===== src/design/aoc_pkg.sv =====
// Package for the per-channel offset and gain calibration stage.
// Assumes a byte-indexed register port; multi-byte trims are words here.
package aoc_pkg;
  localparam int unsigned DATA_W = 24;
  localparam int unsigned REG_AW = 8;
  localparam int unsigned REG_DW = 24;
  // Register offsets as printed
  localparam logic [7:0] OFF_OFFSET_CH0 = 8'h0e;
  localparam logic [7:0] OFF_GAIN_CH0 = 8'h11;
  localparam logic [7:0] OFF_OFFSET_CH1 = 8'h14;
  localparam logic [7:0] OFF_GAIN_CH1 = 8'h17;
  localparam logic [7:0] OFF_REF_TRIM = 8'h1a;
  // Control and status word placed beside the trims
  localparam logic [7:0] OFF_CTRL = 8'h20;
  localparam logic [7:0] OFF_STATUS = 8'h21;
  localparam int unsigned CTRL_OFFSET_EN_BIT = 0;
  localparam int unsigned CTRL_GAIN_EN_BIT = 1;
  localparam logic [23:0] TRIM_RST = 24'h000000;
  localparam logic [7:0] REF_TRIM_RST = 8'h42;
  localparam int unsigned GAIN_FRAC_BITS = 23;
  localparam logic [23:0] OUT_MAX = 24'h7fffff;
  localparam logic [23:0] OUT_MIN = 24'h800000;
  // Gain correction latency in master clock periods
  localparam int unsigned GAIN_DELAY_CYC = 24;
  localparam int unsigned FIFO_DEPTH = 16;
endpackage : aoc_pkg


===== src/design/aoc_fifo.sv =====
// Synchronous FIFO with valid/ready on both sides.
// Assumes one clock; push and pop may occur in the same cycle.
`timescale 1ns/1ns
module aoc_fifo #(
  parameter int unsigned WIDTH = 25,
  parameter int unsigned DEPTH = 16
) (
  input wire logic clk, // Clock
  input wire logic rst, // Async reset, active high
  input wire logic in_valid, // Write request
  output logic in_ready, // Space available
  input wire logic [WIDTH-1:0] in_data, // Write data
  output logic out_valid, // Data available
  input wire logic out_ready, // Consumer accepts
  output logic [WIDTH-1:0] out_data // Head word
);
  localparam int unsigned AW = $clog2(DEPTH);
  if (DEPTH < 2 || (1 << AW) != DEPTH) begin : g_bad_depth
    $error("DEPTH must be a power of two >= 2");
  end
  logic [WIDTH-1:0] mem [DEPTH];
  logic [AW:0] wr_q, rd_q;
  wire push = in_valid && in_ready;
  wire pop = out_valid && out_ready;
  assign in_ready = (wr_q - rd_q) != (AW+1)'(DEPTH);
  assign out_valid = wr_q != rd_q;
  assign out_data = mem[rd_q[AW-1:0]];
  always_ff @(posedge clk) begin
    if (push) mem[wr_q[AW-1:0]] <= in_data;
  end
  always_ff @(posedge clk or posedge rst) begin
    if (rst) begin
      wr_q <= '0;
      rd_q <= '0;
    end else begin
      if (push) wr_q <= wr_q + 1'b1;
      if (pop) rd_q <= rd_q + 1'b1;
    end
  end
endmodule : aoc_fifo


===== src/design/aoc_delay.sv =====
// Fixed-length shift delay for a valid flag and a word.
// Assumes single clock; zero-length delay is not supported.
`timescale 1ns/1ns
module aoc_delay #(
  parameter int unsigned WIDTH = 25,
  parameter int unsigned STAGES = 24
) (
  input wire logic clk, // Clock
  input wire logic rst, // Async reset, active high
  input wire logic [WIDTH-1:0] din, // Input word
  output logic [WIDTH-1:0] dout // Word STAGES cycles later
);
  if (STAGES < 1) begin : g_bad_stages
    $error("STAGES must be at least 1");
  end
  logic [WIDTH-1:0] pipe_q [STAGES];
  always_ff @(posedge clk or posedge rst) begin
    if (rst) begin
      for (int i = 0; i < STAGES; i++) pipe_q[i] <= '0;
    end else begin
      pipe_q[0] <= din;
      for (int i = 1; i < STAGES; i++) pipe_q[i] <= pipe_q[i-1];
    end
  end
  assign dout = pipe_q[STAGES-1];
endmodule : aoc_delay


===== src/design/aoc_calib.sv =====
// Offset and gain calibration stage for two converter channels.
// Assumes raw samples arrive as one-cycle strobes on the master clock and
// software uses the plain register port with read data one cycle later.
`timescale 1ns/1ns
// Summary of operation
// - With offset correction on, each channel output is its raw code plus its offset trim.
// - Offset trims are 24-bit two's complement values.
// - A disabled correction ignores its trim but never alters the stored trim.
// - Gain trims are signed 24-bit fractions from -1 to 0x7fffff.
// - With gain on, the offset-corrected code is multiplied by trim plus one.
// - The effective multiplier therefore spans zero to just under two.
// - One gain trim step moves the multiplier by two to the minus 23.
// - Each channel has its own offset trim applied only to that channel.
// - Each channel has its own gain trim applied only to that channel.
// - An 8-bit read/write reference trim resets to 0x42.
// - Offset correction adds no delay to data or data-ready.
// - Gain correction delays data and data-ready of both channels by 24 clocks.
module aoc_calib
  import aoc_pkg::*;
#(
  parameter int unsigned FIFO_DEPTH_P = FIFO_DEPTH
) (
  input wire logic core_clk, // Digital master clock
  input wire logic rst, // Async reset, active high
  input wire logic [REG_AW-1:0] reg_addr, // Register address
  input wire logic [REG_DW-1:0] reg_wdata, // Write data
  input wire logic reg_wr, // Write strobe
  input wire logic reg_rd, // Read strobe
  output logic [REG_DW-1:0] reg_rdata, // Read data, cycle after strobe
  input wire logic raw_valid0, // Channel 0 sample strobe
  input wire logic [DATA_W-1:0] raw_data0, // Channel 0 raw code
  input wire logic raw_valid1, // Channel 1 sample strobe
  input wire logic [DATA_W-1:0] raw_data1, // Channel 1 raw code
  output logic out_valid, // Corrected sample valid
  output logic out_chan, // Channel of the sample
  output logic [DATA_W-1:0] out_data, // Corrected code
  input wire logic out_ready, // Consumer accepts
  output logic drop_q // Sticky: sample lost on full FIFO
);
  if (FIFO_DEPTH_P < 2) begin : g_bad_depth
    $error("FIFO depth too small");
  end

  logic [23:0] offset_trim_ch0_q, offset_trim_ch1_q, gain_trim_ch0_q, gain_trim_ch1_q;
  logic [7:0] reference_temp_trim_q;
  logic offset_correction_enable_q, gain_correction_enable_q;
  logic [REG_DW-1:0] rdata_q;

  // Register decode
  wire sel_off0 = reg_addr == OFF_OFFSET_CH0;
  wire sel_off1 = reg_addr == OFF_OFFSET_CH1;
  wire sel_gain0 = reg_addr == OFF_GAIN_CH0;
  wire sel_gain1 = reg_addr == OFF_GAIN_CH1;
  wire sel_ref = reg_addr == OFF_REF_TRIM;
  wire sel_ctrl = reg_addr == OFF_CTRL;
  wire sel_stat = reg_addr == OFF_STATUS;

  always_ff @(posedge core_clk or posedge rst) begin
    if (rst) begin
      offset_trim_ch0_q <= TRIM_RST;
      offset_trim_ch1_q <= TRIM_RST;
      gain_trim_ch0_q <= TRIM_RST;
      gain_trim_ch1_q <= TRIM_RST;
      reference_temp_trim_q <= REF_TRIM_RST;
      offset_correction_enable_q <= 1'b0;
      gain_correction_enable_q <= 1'b0;
    end else if (reg_wr) begin
      // Enable writes touch only the ctrl word, trims survive
      if (sel_off0) offset_trim_ch0_q <= reg_wdata;
      if (sel_off1) offset_trim_ch1_q <= reg_wdata;
      if (sel_gain0) gain_trim_ch0_q <= reg_wdata;
      if (sel_gain1) gain_trim_ch1_q <= reg_wdata;
      if (sel_ref) reference_temp_trim_q <= reg_wdata[7:0];
      if (sel_ctrl) begin
        offset_correction_enable_q <= reg_wdata[CTRL_OFFSET_EN_BIT];
        gain_correction_enable_q <= reg_wdata[CTRL_GAIN_EN_BIT];
      end
    end
  end

  wire [23:0] rd_mux =
    sel_off0 ? offset_trim_ch0_q :
    sel_off1 ? offset_trim_ch1_q :
    sel_gain0 ? gain_trim_ch0_q :
    sel_gain1 ? gain_trim_ch1_q :
    sel_ref ? {16'h0000, reference_temp_trim_q} :
    sel_ctrl ? {22'h000000, gain_correction_enable_q, offset_correction_enable_q} :
    sel_stat ? {23'h000000, drop_q} : 24'h000000;

  always_ff @(posedge core_clk or posedge rst) begin
    if (rst) rdata_q <= '0;
    else if (reg_rd) rdata_q <= rd_mux;
    else rdata_q <= '0;
  end
  assign reg_rdata = rdata_q;

  // Offset stage: combinational, so no latency is added. Channel 1 waits
  // one cycle if both strobe together; a collision needs a queue slot.
  logic pend1_q;
  logic [23:0] pend1_data_q;
  wire take0 = raw_valid0;
  wire take1 = !raw_valid0 && (raw_valid1 || pend1_q);
  wire [23:0] ch1_raw = pend1_q ? pend1_data_q : raw_data1;
  wire in_valid = take0 || take1;
  wire in_chan = !take0;
  wire [23:0] sel_raw = take0 ? raw_data0 : ch1_raw;
  wire [23:0] sel_off = take0 ? offset_trim_ch0_q : offset_trim_ch1_q;
  wire [23:0] sel_gain = take0 ? gain_trim_ch0_q : gain_trim_ch1_q;

  always_ff @(posedge core_clk or posedge rst) begin
    if (rst) begin
      pend1_q <= 1'b0;
      pend1_data_q <= '0;
    end else if (raw_valid0 && raw_valid1) begin
      pend1_q <= 1'b1;
      pend1_data_q <= raw_data1;
    end else if (take1) begin
      pend1_q <= 1'b0;
    end
  end

  // Two's complement add, 25-bit sum then clip
  wire signed [24:0] off_sum = $signed({sel_raw[23], sel_raw}) + $signed({sel_off[23], sel_off});
  wire [23:0] off_sat =
    (off_sum[24] != off_sum[23]) ? (off_sum[24] ? OUT_MIN : OUT_MAX) : off_sum[23:0];
  wire [23:0] off_code = offset_correction_enable_q ? off_sat : sel_raw;

  // Gain stage: multiplier is 1 + trim/2^23, range 0 .. just under 2
  wire signed [25:0] gain_mul = 26'sd1 <<< GAIN_FRAC_BITS;
  wire signed [25:0] mult = gain_mul + 26'($signed(sel_gain));
  wire signed [49:0] prod = 50'($signed(off_code)) * 50'(mult);
  wire signed [49:0] scaled = prod >>> GAIN_FRAC_BITS;
  wire over_hi = !scaled[49] && (scaled[48:23] != 26'h0000000);
  wire under_lo = scaled[49] && (scaled[48:23] != 26'h3ffffff);
  wire [23:0] gain_sat = over_hi ? OUT_MAX : under_lo ? OUT_MIN : scaled[23:0];

  // Gain path latency: sample, channel and valid travel the delay line
  logic [25:0] dly_out;
  aoc_delay #(.WIDTH(26), .STAGES(GAIN_DELAY_CYC)) u_gain_dly (
    .clk(core_clk),
    .rst(rst),
    .din({in_valid && gain_correction_enable_q, in_chan, gain_sat}),
    .dout(dly_out)
  );

  // Direct path has no delay; the delayed path wins when both land in a cycle
  // just after the gain enable is cleared, and the direct sample is then counted lost.
  wire direct_v = in_valid && !gain_correction_enable_q;
  wire push_v = dly_out[25] || direct_v;
  wire [24:0] push_w = dly_out[25] ? dly_out[24:0] : {in_chan, off_code};
  wire push_collide = dly_out[25] && direct_v;

  logic fifo_in_ready, fifo_out_valid;
  logic [24:0] fifo_out_data;
  // Output register state is declared here so the FIFO pop can see it
  logic ov_q, oc_q;
  logic [23:0] od_q;
  wire out_pop = fifo_out_valid && (!ov_q || out_ready);
  aoc_fifo #(.WIDTH(25), .DEPTH(FIFO_DEPTH_P)) u_fifo (
    .clk(core_clk),
    .rst(rst),
    .in_valid(push_v),
    .in_ready(fifo_in_ready),
    .in_data(push_w),
    .out_valid(fifo_out_valid),
    .out_ready(out_pop),
    .out_data(fifo_out_data)
  );

  // Output register stage fed from the FIFO
  always_ff @(posedge core_clk or posedge rst) begin
    if (rst) begin
      ov_q <= 1'b0;
      oc_q <= 1'b0;
      od_q <= '0;
    end else if (!ov_q || out_ready) begin
      ov_q <= fifo_out_valid;
      oc_q <= fifo_out_data[24];
      od_q <= fifo_out_data[23:0];
    end
  end
  assign out_valid = ov_q;
  assign out_chan = oc_q;
  assign out_data = od_q;

  // Converter cannot be stalled, so overflow is flagged; set beats read-clear
  wire lost = (push_v && !fifo_in_ready) || push_collide;
  logic drop_d;
  assign drop_d = lost ? 1'b1 : ((reg_rd && sel_stat) ? 1'b0 : drop_q);
  always_ff @(posedge core_clk or posedge rst) begin
    if (rst) drop_q <= 1'b0;
    else drop_q <= drop_d;
  end
endmodule : aoc_calib


===== config.mk =====
export PLATFORM = sky130hd
export DESIGN_NAME = aoc_calib
export DESIGN_NICKNAME = d
export VERILOG_FILES = /design/src/design/aoc_pkg.sv /design/src/design/aoc_fifo.sv /design/src/design/aoc_delay.sv /design/src/design/aoc_calib.sv
export SDC_FILE = /design/constraint.sdc
export NUM_CORES = 2
export LEC_CHECK = 0
export BUFFER_PORTS_ARGS = -buffer_cell sky130_fd_sc_hd__buf_2
export CAP_MARGIN = 20
export CORE_MARGIN = 1
export CORE_UTILIZATION = 50
export DETAILED_ROUTE_END_ITERATION = 10
export HOLD_SLACK_MARGIN = 0.12
export PLACE_DENSITY = 0.68
export SETUP_SLACK_MARGIN = 0.15
export SKIP_LAST_GASP = 1
export SYNTH_ARGS = -nofsm -noshare
export SYNTH_HDL_FRONTEND = slang
export SYNTH_SLANG_ARGS = --single-unit

===== constraint.sdc =====
create_clock -name core_clk -period 29.2 [get_ports core_clk]
set_input_delay 4.38 -clock core_clk [delete_from_list [all_inputs] [get_ports core_clk]]
set_output_delay 4.38 -clock core_clk [all_outputs]
set_load 0.01 [all_outputs]

==> impl_metrics.csv <==
group,metric,value,unit
status,outcome,"finished, final reports clean",
cts,clock_path_buffers,3,
sta,rsz0062_at_grt,"no",
placement,placed_area,63400,um2
pwr,p_int,3.75,mW
logic_synthesis,synthesis.nets,5203,
final_layout,nets,5383,
worst_setup_path,crit_type,"input port to flip-flop",
pwr,power_switching,1.69,mW
floorplan,core,120000,um2
detailed_routing,drc,0,
final_layout,layout_common_cells,"dfrtp_1 (810), inv_1 (574), fa_1 (482)",
sta,period_share,60.0,%
floorplan,die_x,349,um
logic_synthesis,yosysSeqAreaShare,53.8,%
worst_setup_path,cp-end-kind,"flip-flop",
logic_synthesis,syn_inst,4396,
final_layout,layout_commonest_cell,"dfrtp_1",
pwr,vdd.ir_drop.worst,67.1,uV
worst_setup_path,timing.rr.end,"u_gain_dly.pipe_q[619]",
cts,insertion_delay,0.73,ns
sta,slew_viol_final,0,
worst_setup_path,required,29.77,ns
pwr,switching_share,31.1,%
global_route,grt_pass1_vias,37115,
cts,path_clk_slew,0.07,ns
worst_setup_path,cp_max_fo,71,
cts,numCtsBuffers,113,
cts,cts_root_buf,"clkbuf_16",
worst_hold_path,holdCritStartpoint,"u_gain_dly.pipe_q[222]",
logic_synthesis,postSynth.asyncResetShare,67.1,%
sta,tns,0,ns
worst_hold_path,min_path_cells,0,
global_route,grtUsageTotal,24.2,%
detailed_routing,wl_per_cell,22.8,um
worst_setup_path,slowest_stage,"ha_1",
worst_setup_path,r2r-start,"pend1_q",
logic_synthesis,synth_warnings,0,
global_route,grt_max_degree,204,
pwr,comb_power_share,26.9,%
global_route,antenna_found_initial,0,
logic_synthesis,synth-seq-cells,1216,
cts,hold_buffers,0,
sta,fmax,57.1,MHz
worst_setup_path,arrival,18.08,ns
final_layout,multi_input_area,25200,um2
logic_synthesis,synth_ff_type,"dfrtp_1",
final_layout,layout-drive-gt1-share,18.1,%
detailed_routing,first_pass_iters,5,
sta,setup_viol,0,
worst_setup_path,startpoint_type,"input port",
logic_synthesis,synth_edf_count,400,
floorplan,io_pins,138,
cts,post_cts_resized,0,
cts,tritoncts,"built",
job,drv_cap,0,
final_layout,fin_util,56.2,%
detailed_routing,vias,35006,
floorplan,rows,127,
cts,htree_num_levels,3,
worst_setup_path,cpPeakStageDelay,0.75,ns
cts,clock-sinks,1216,
sta,tightest_slew,1.14,ns
placement,gp_congestion,0.917,
sta,min_period,17.51,ns
worst_hold_path,whs_endpoint,"u_gain_dly.pipe_q[196]",
final_layout,fillCellCount,9581,
worst_hold_path,hold_class,"flip-flop to flip-flop",
cts,postCtsSetupRepairBufs,0,
global_route,grt_pass1_wl,221000,um
worst_setup_path,crit_top_cell,"fa_1",
detailed_routing,vias_per_cell,5.57,
global_route,overflow,0,
logic_synthesis,synthDistinctLibCells,82,
worst_setup_path,r2r_cells,41,
sta,fin_skew,0.0667,ns
final_layout,syn_to_final_growth,11.6,%
sta,slew_headroom,22.7,%
pwr,p_leak,29.4,nW
logic_synthesis,postSynthAreaPerCell,13.7,um2
placement,numPortBuffers,137,
floorplan,die_y,349,um
pwr,power_density,80.8,nW/um2
detailed_routing,wirelength,143000,um
pwr,p_seq_share,45.4,%
floorplan,die-area,122000,um2
placement,dp_hpwl,96700,um
logic_synthesis,synthesis.area,60300,um2
detailed_routing,drt_first_iter_violations,3245,
detailed_routing,antenna_left,0,
sta,holdWs,0.331,ns
pwr,clock_power_share,27.6,%
final_layout,fin_area,67300,um2
floorplan,initial_core_util,50.3,%
worst_setup_path,rrSetupSlack,15.60,ns
final_layout,seq_area,32400,um2
sta,hold_violations,0,
-- power by group through the flow --
stage,combinational (mW),sequential (mW),clock (mW)
global placement,1.46,2.46,0
global route,1.61,2.52,1.60
CTS,1.48,2.48,1.53
floorplan,1.02,2.43,0
detailed placement,1.47,2.50,0
finish,1.46,2.47,1.50
-- sequential cells by signal, summed over array words and instances (netlist names) --
register	flops
u_fifo.mem	400
offset_trim_ch0_q	24
out_data	24
u_fifo.rd_q	5
reg_rdata	24
pend1_data_q	24
u_gain_dly.pipe_q	598
pend1_q	1
u_fifo.wr_q	5
gain_correction_enable_q	1
offset_correction_enable_q	1
reference_temp_trim_q	8
gain_trim_ch1_q	24
offset_trim_ch1_q	24
u_gain_dly.dout	26
drop_q	1
gain_trim_ch0_q	24
out_chan	1
out_valid	1
-- per-layer routing --
layer	part of all wire, %	GRT usage [%]	vias up
met5	0	0	-
met4	4.6	10.5	0
met3	7.2	4.23	357
met2	50	40.4	1306
met1	38	31.1	18384
li1	-	-	14959
-- Yosys cell counts (all sizes together) (38+ instances only) --
master	instances	area, um2
dfrtp	814	20400
a21o	48	360
fa	482	9650
ha	238	2980
mux4	125	2820
a21oi	108	544
o21ai	106	534
xnor2	38	333
mux2	208	2340
mux2i	51	510
nand2	389	1460
edfxtp	400	12000
nor2	319	1200
clkbuf	149	559
inv	577	2170
-- layout make-up --
cell class,count,area share [%]
well taps,1612,3.00
diodes,2,0.00744
clock buffers,157,4.68
clock inverters,50,1.02
flip-flops and latches,1216,48.2
repair buffers,246,2.36
multi-input cells,2422,37.5
inverters,577,3.23
-- cells by family after synthesis --
| kind of cell | after synthesis | share of synthesized area, % |
|---|---|---|
| DFF | 1216 | 53.8 |
| adders and majority gates | 721 | 20.9 |
| buffers and inverters | 758 | 4.77 |
| xor gates and xnor gates | 53 | 0.770 |
| muxes | 384 | 9.40 |
| AOI/OAI and AO/OA | 398 | 4.31 |
| and+or+nand+nor | 866 | 6.04 |
-- through the flow --
stage	setup WS [ns]	total power, mW	std cells
2_1_floorplan	1.90	3.45	4396
3_3_place_gp	11.61	3.92	6066
3_5_place_dp	11.23	3.96	6068
4_1_cts	11.97	5.50	6275
5_1_grt	11.01	5.72	6280
6_report	11.69	5.44	6282
-- how the worst max path moves through the flow --
stage	startpoint	depth (start not counted)	slack (ns)	endpoint
finish	raw_valid0	39	11.69	u_gain_dly.pipe_q[619]
global route	raw_valid0	39	11.01	u_gain_dly.pipe_q[600]
detailed placement	raw_valid0	39	11.23	u_gain_dly.pipe_q[619]
global placement	raw_valid0	39	11.61	u_gain_dly.pipe_q[619]
CTS	raw_valid0	39	11.97	u_gain_dly.pipe_q[619]
floorplan	rst	1	1.90	drop_q
-- worst max-delay path, delay by kind of cell --
| kind | cells | cell delay, ns |
|---|---|---|
| simple gates | 6 | 2.28 |
| xor+xnor | 1 | 0.17 |
| compound gates | 14 | 4.21 |
| mux | 1 | 0.42 |
| buf+inv | 7 | 1.73 |
| fa+ha+maj | 10 | 4.84 |
Power figures use the tool's default switching activity.
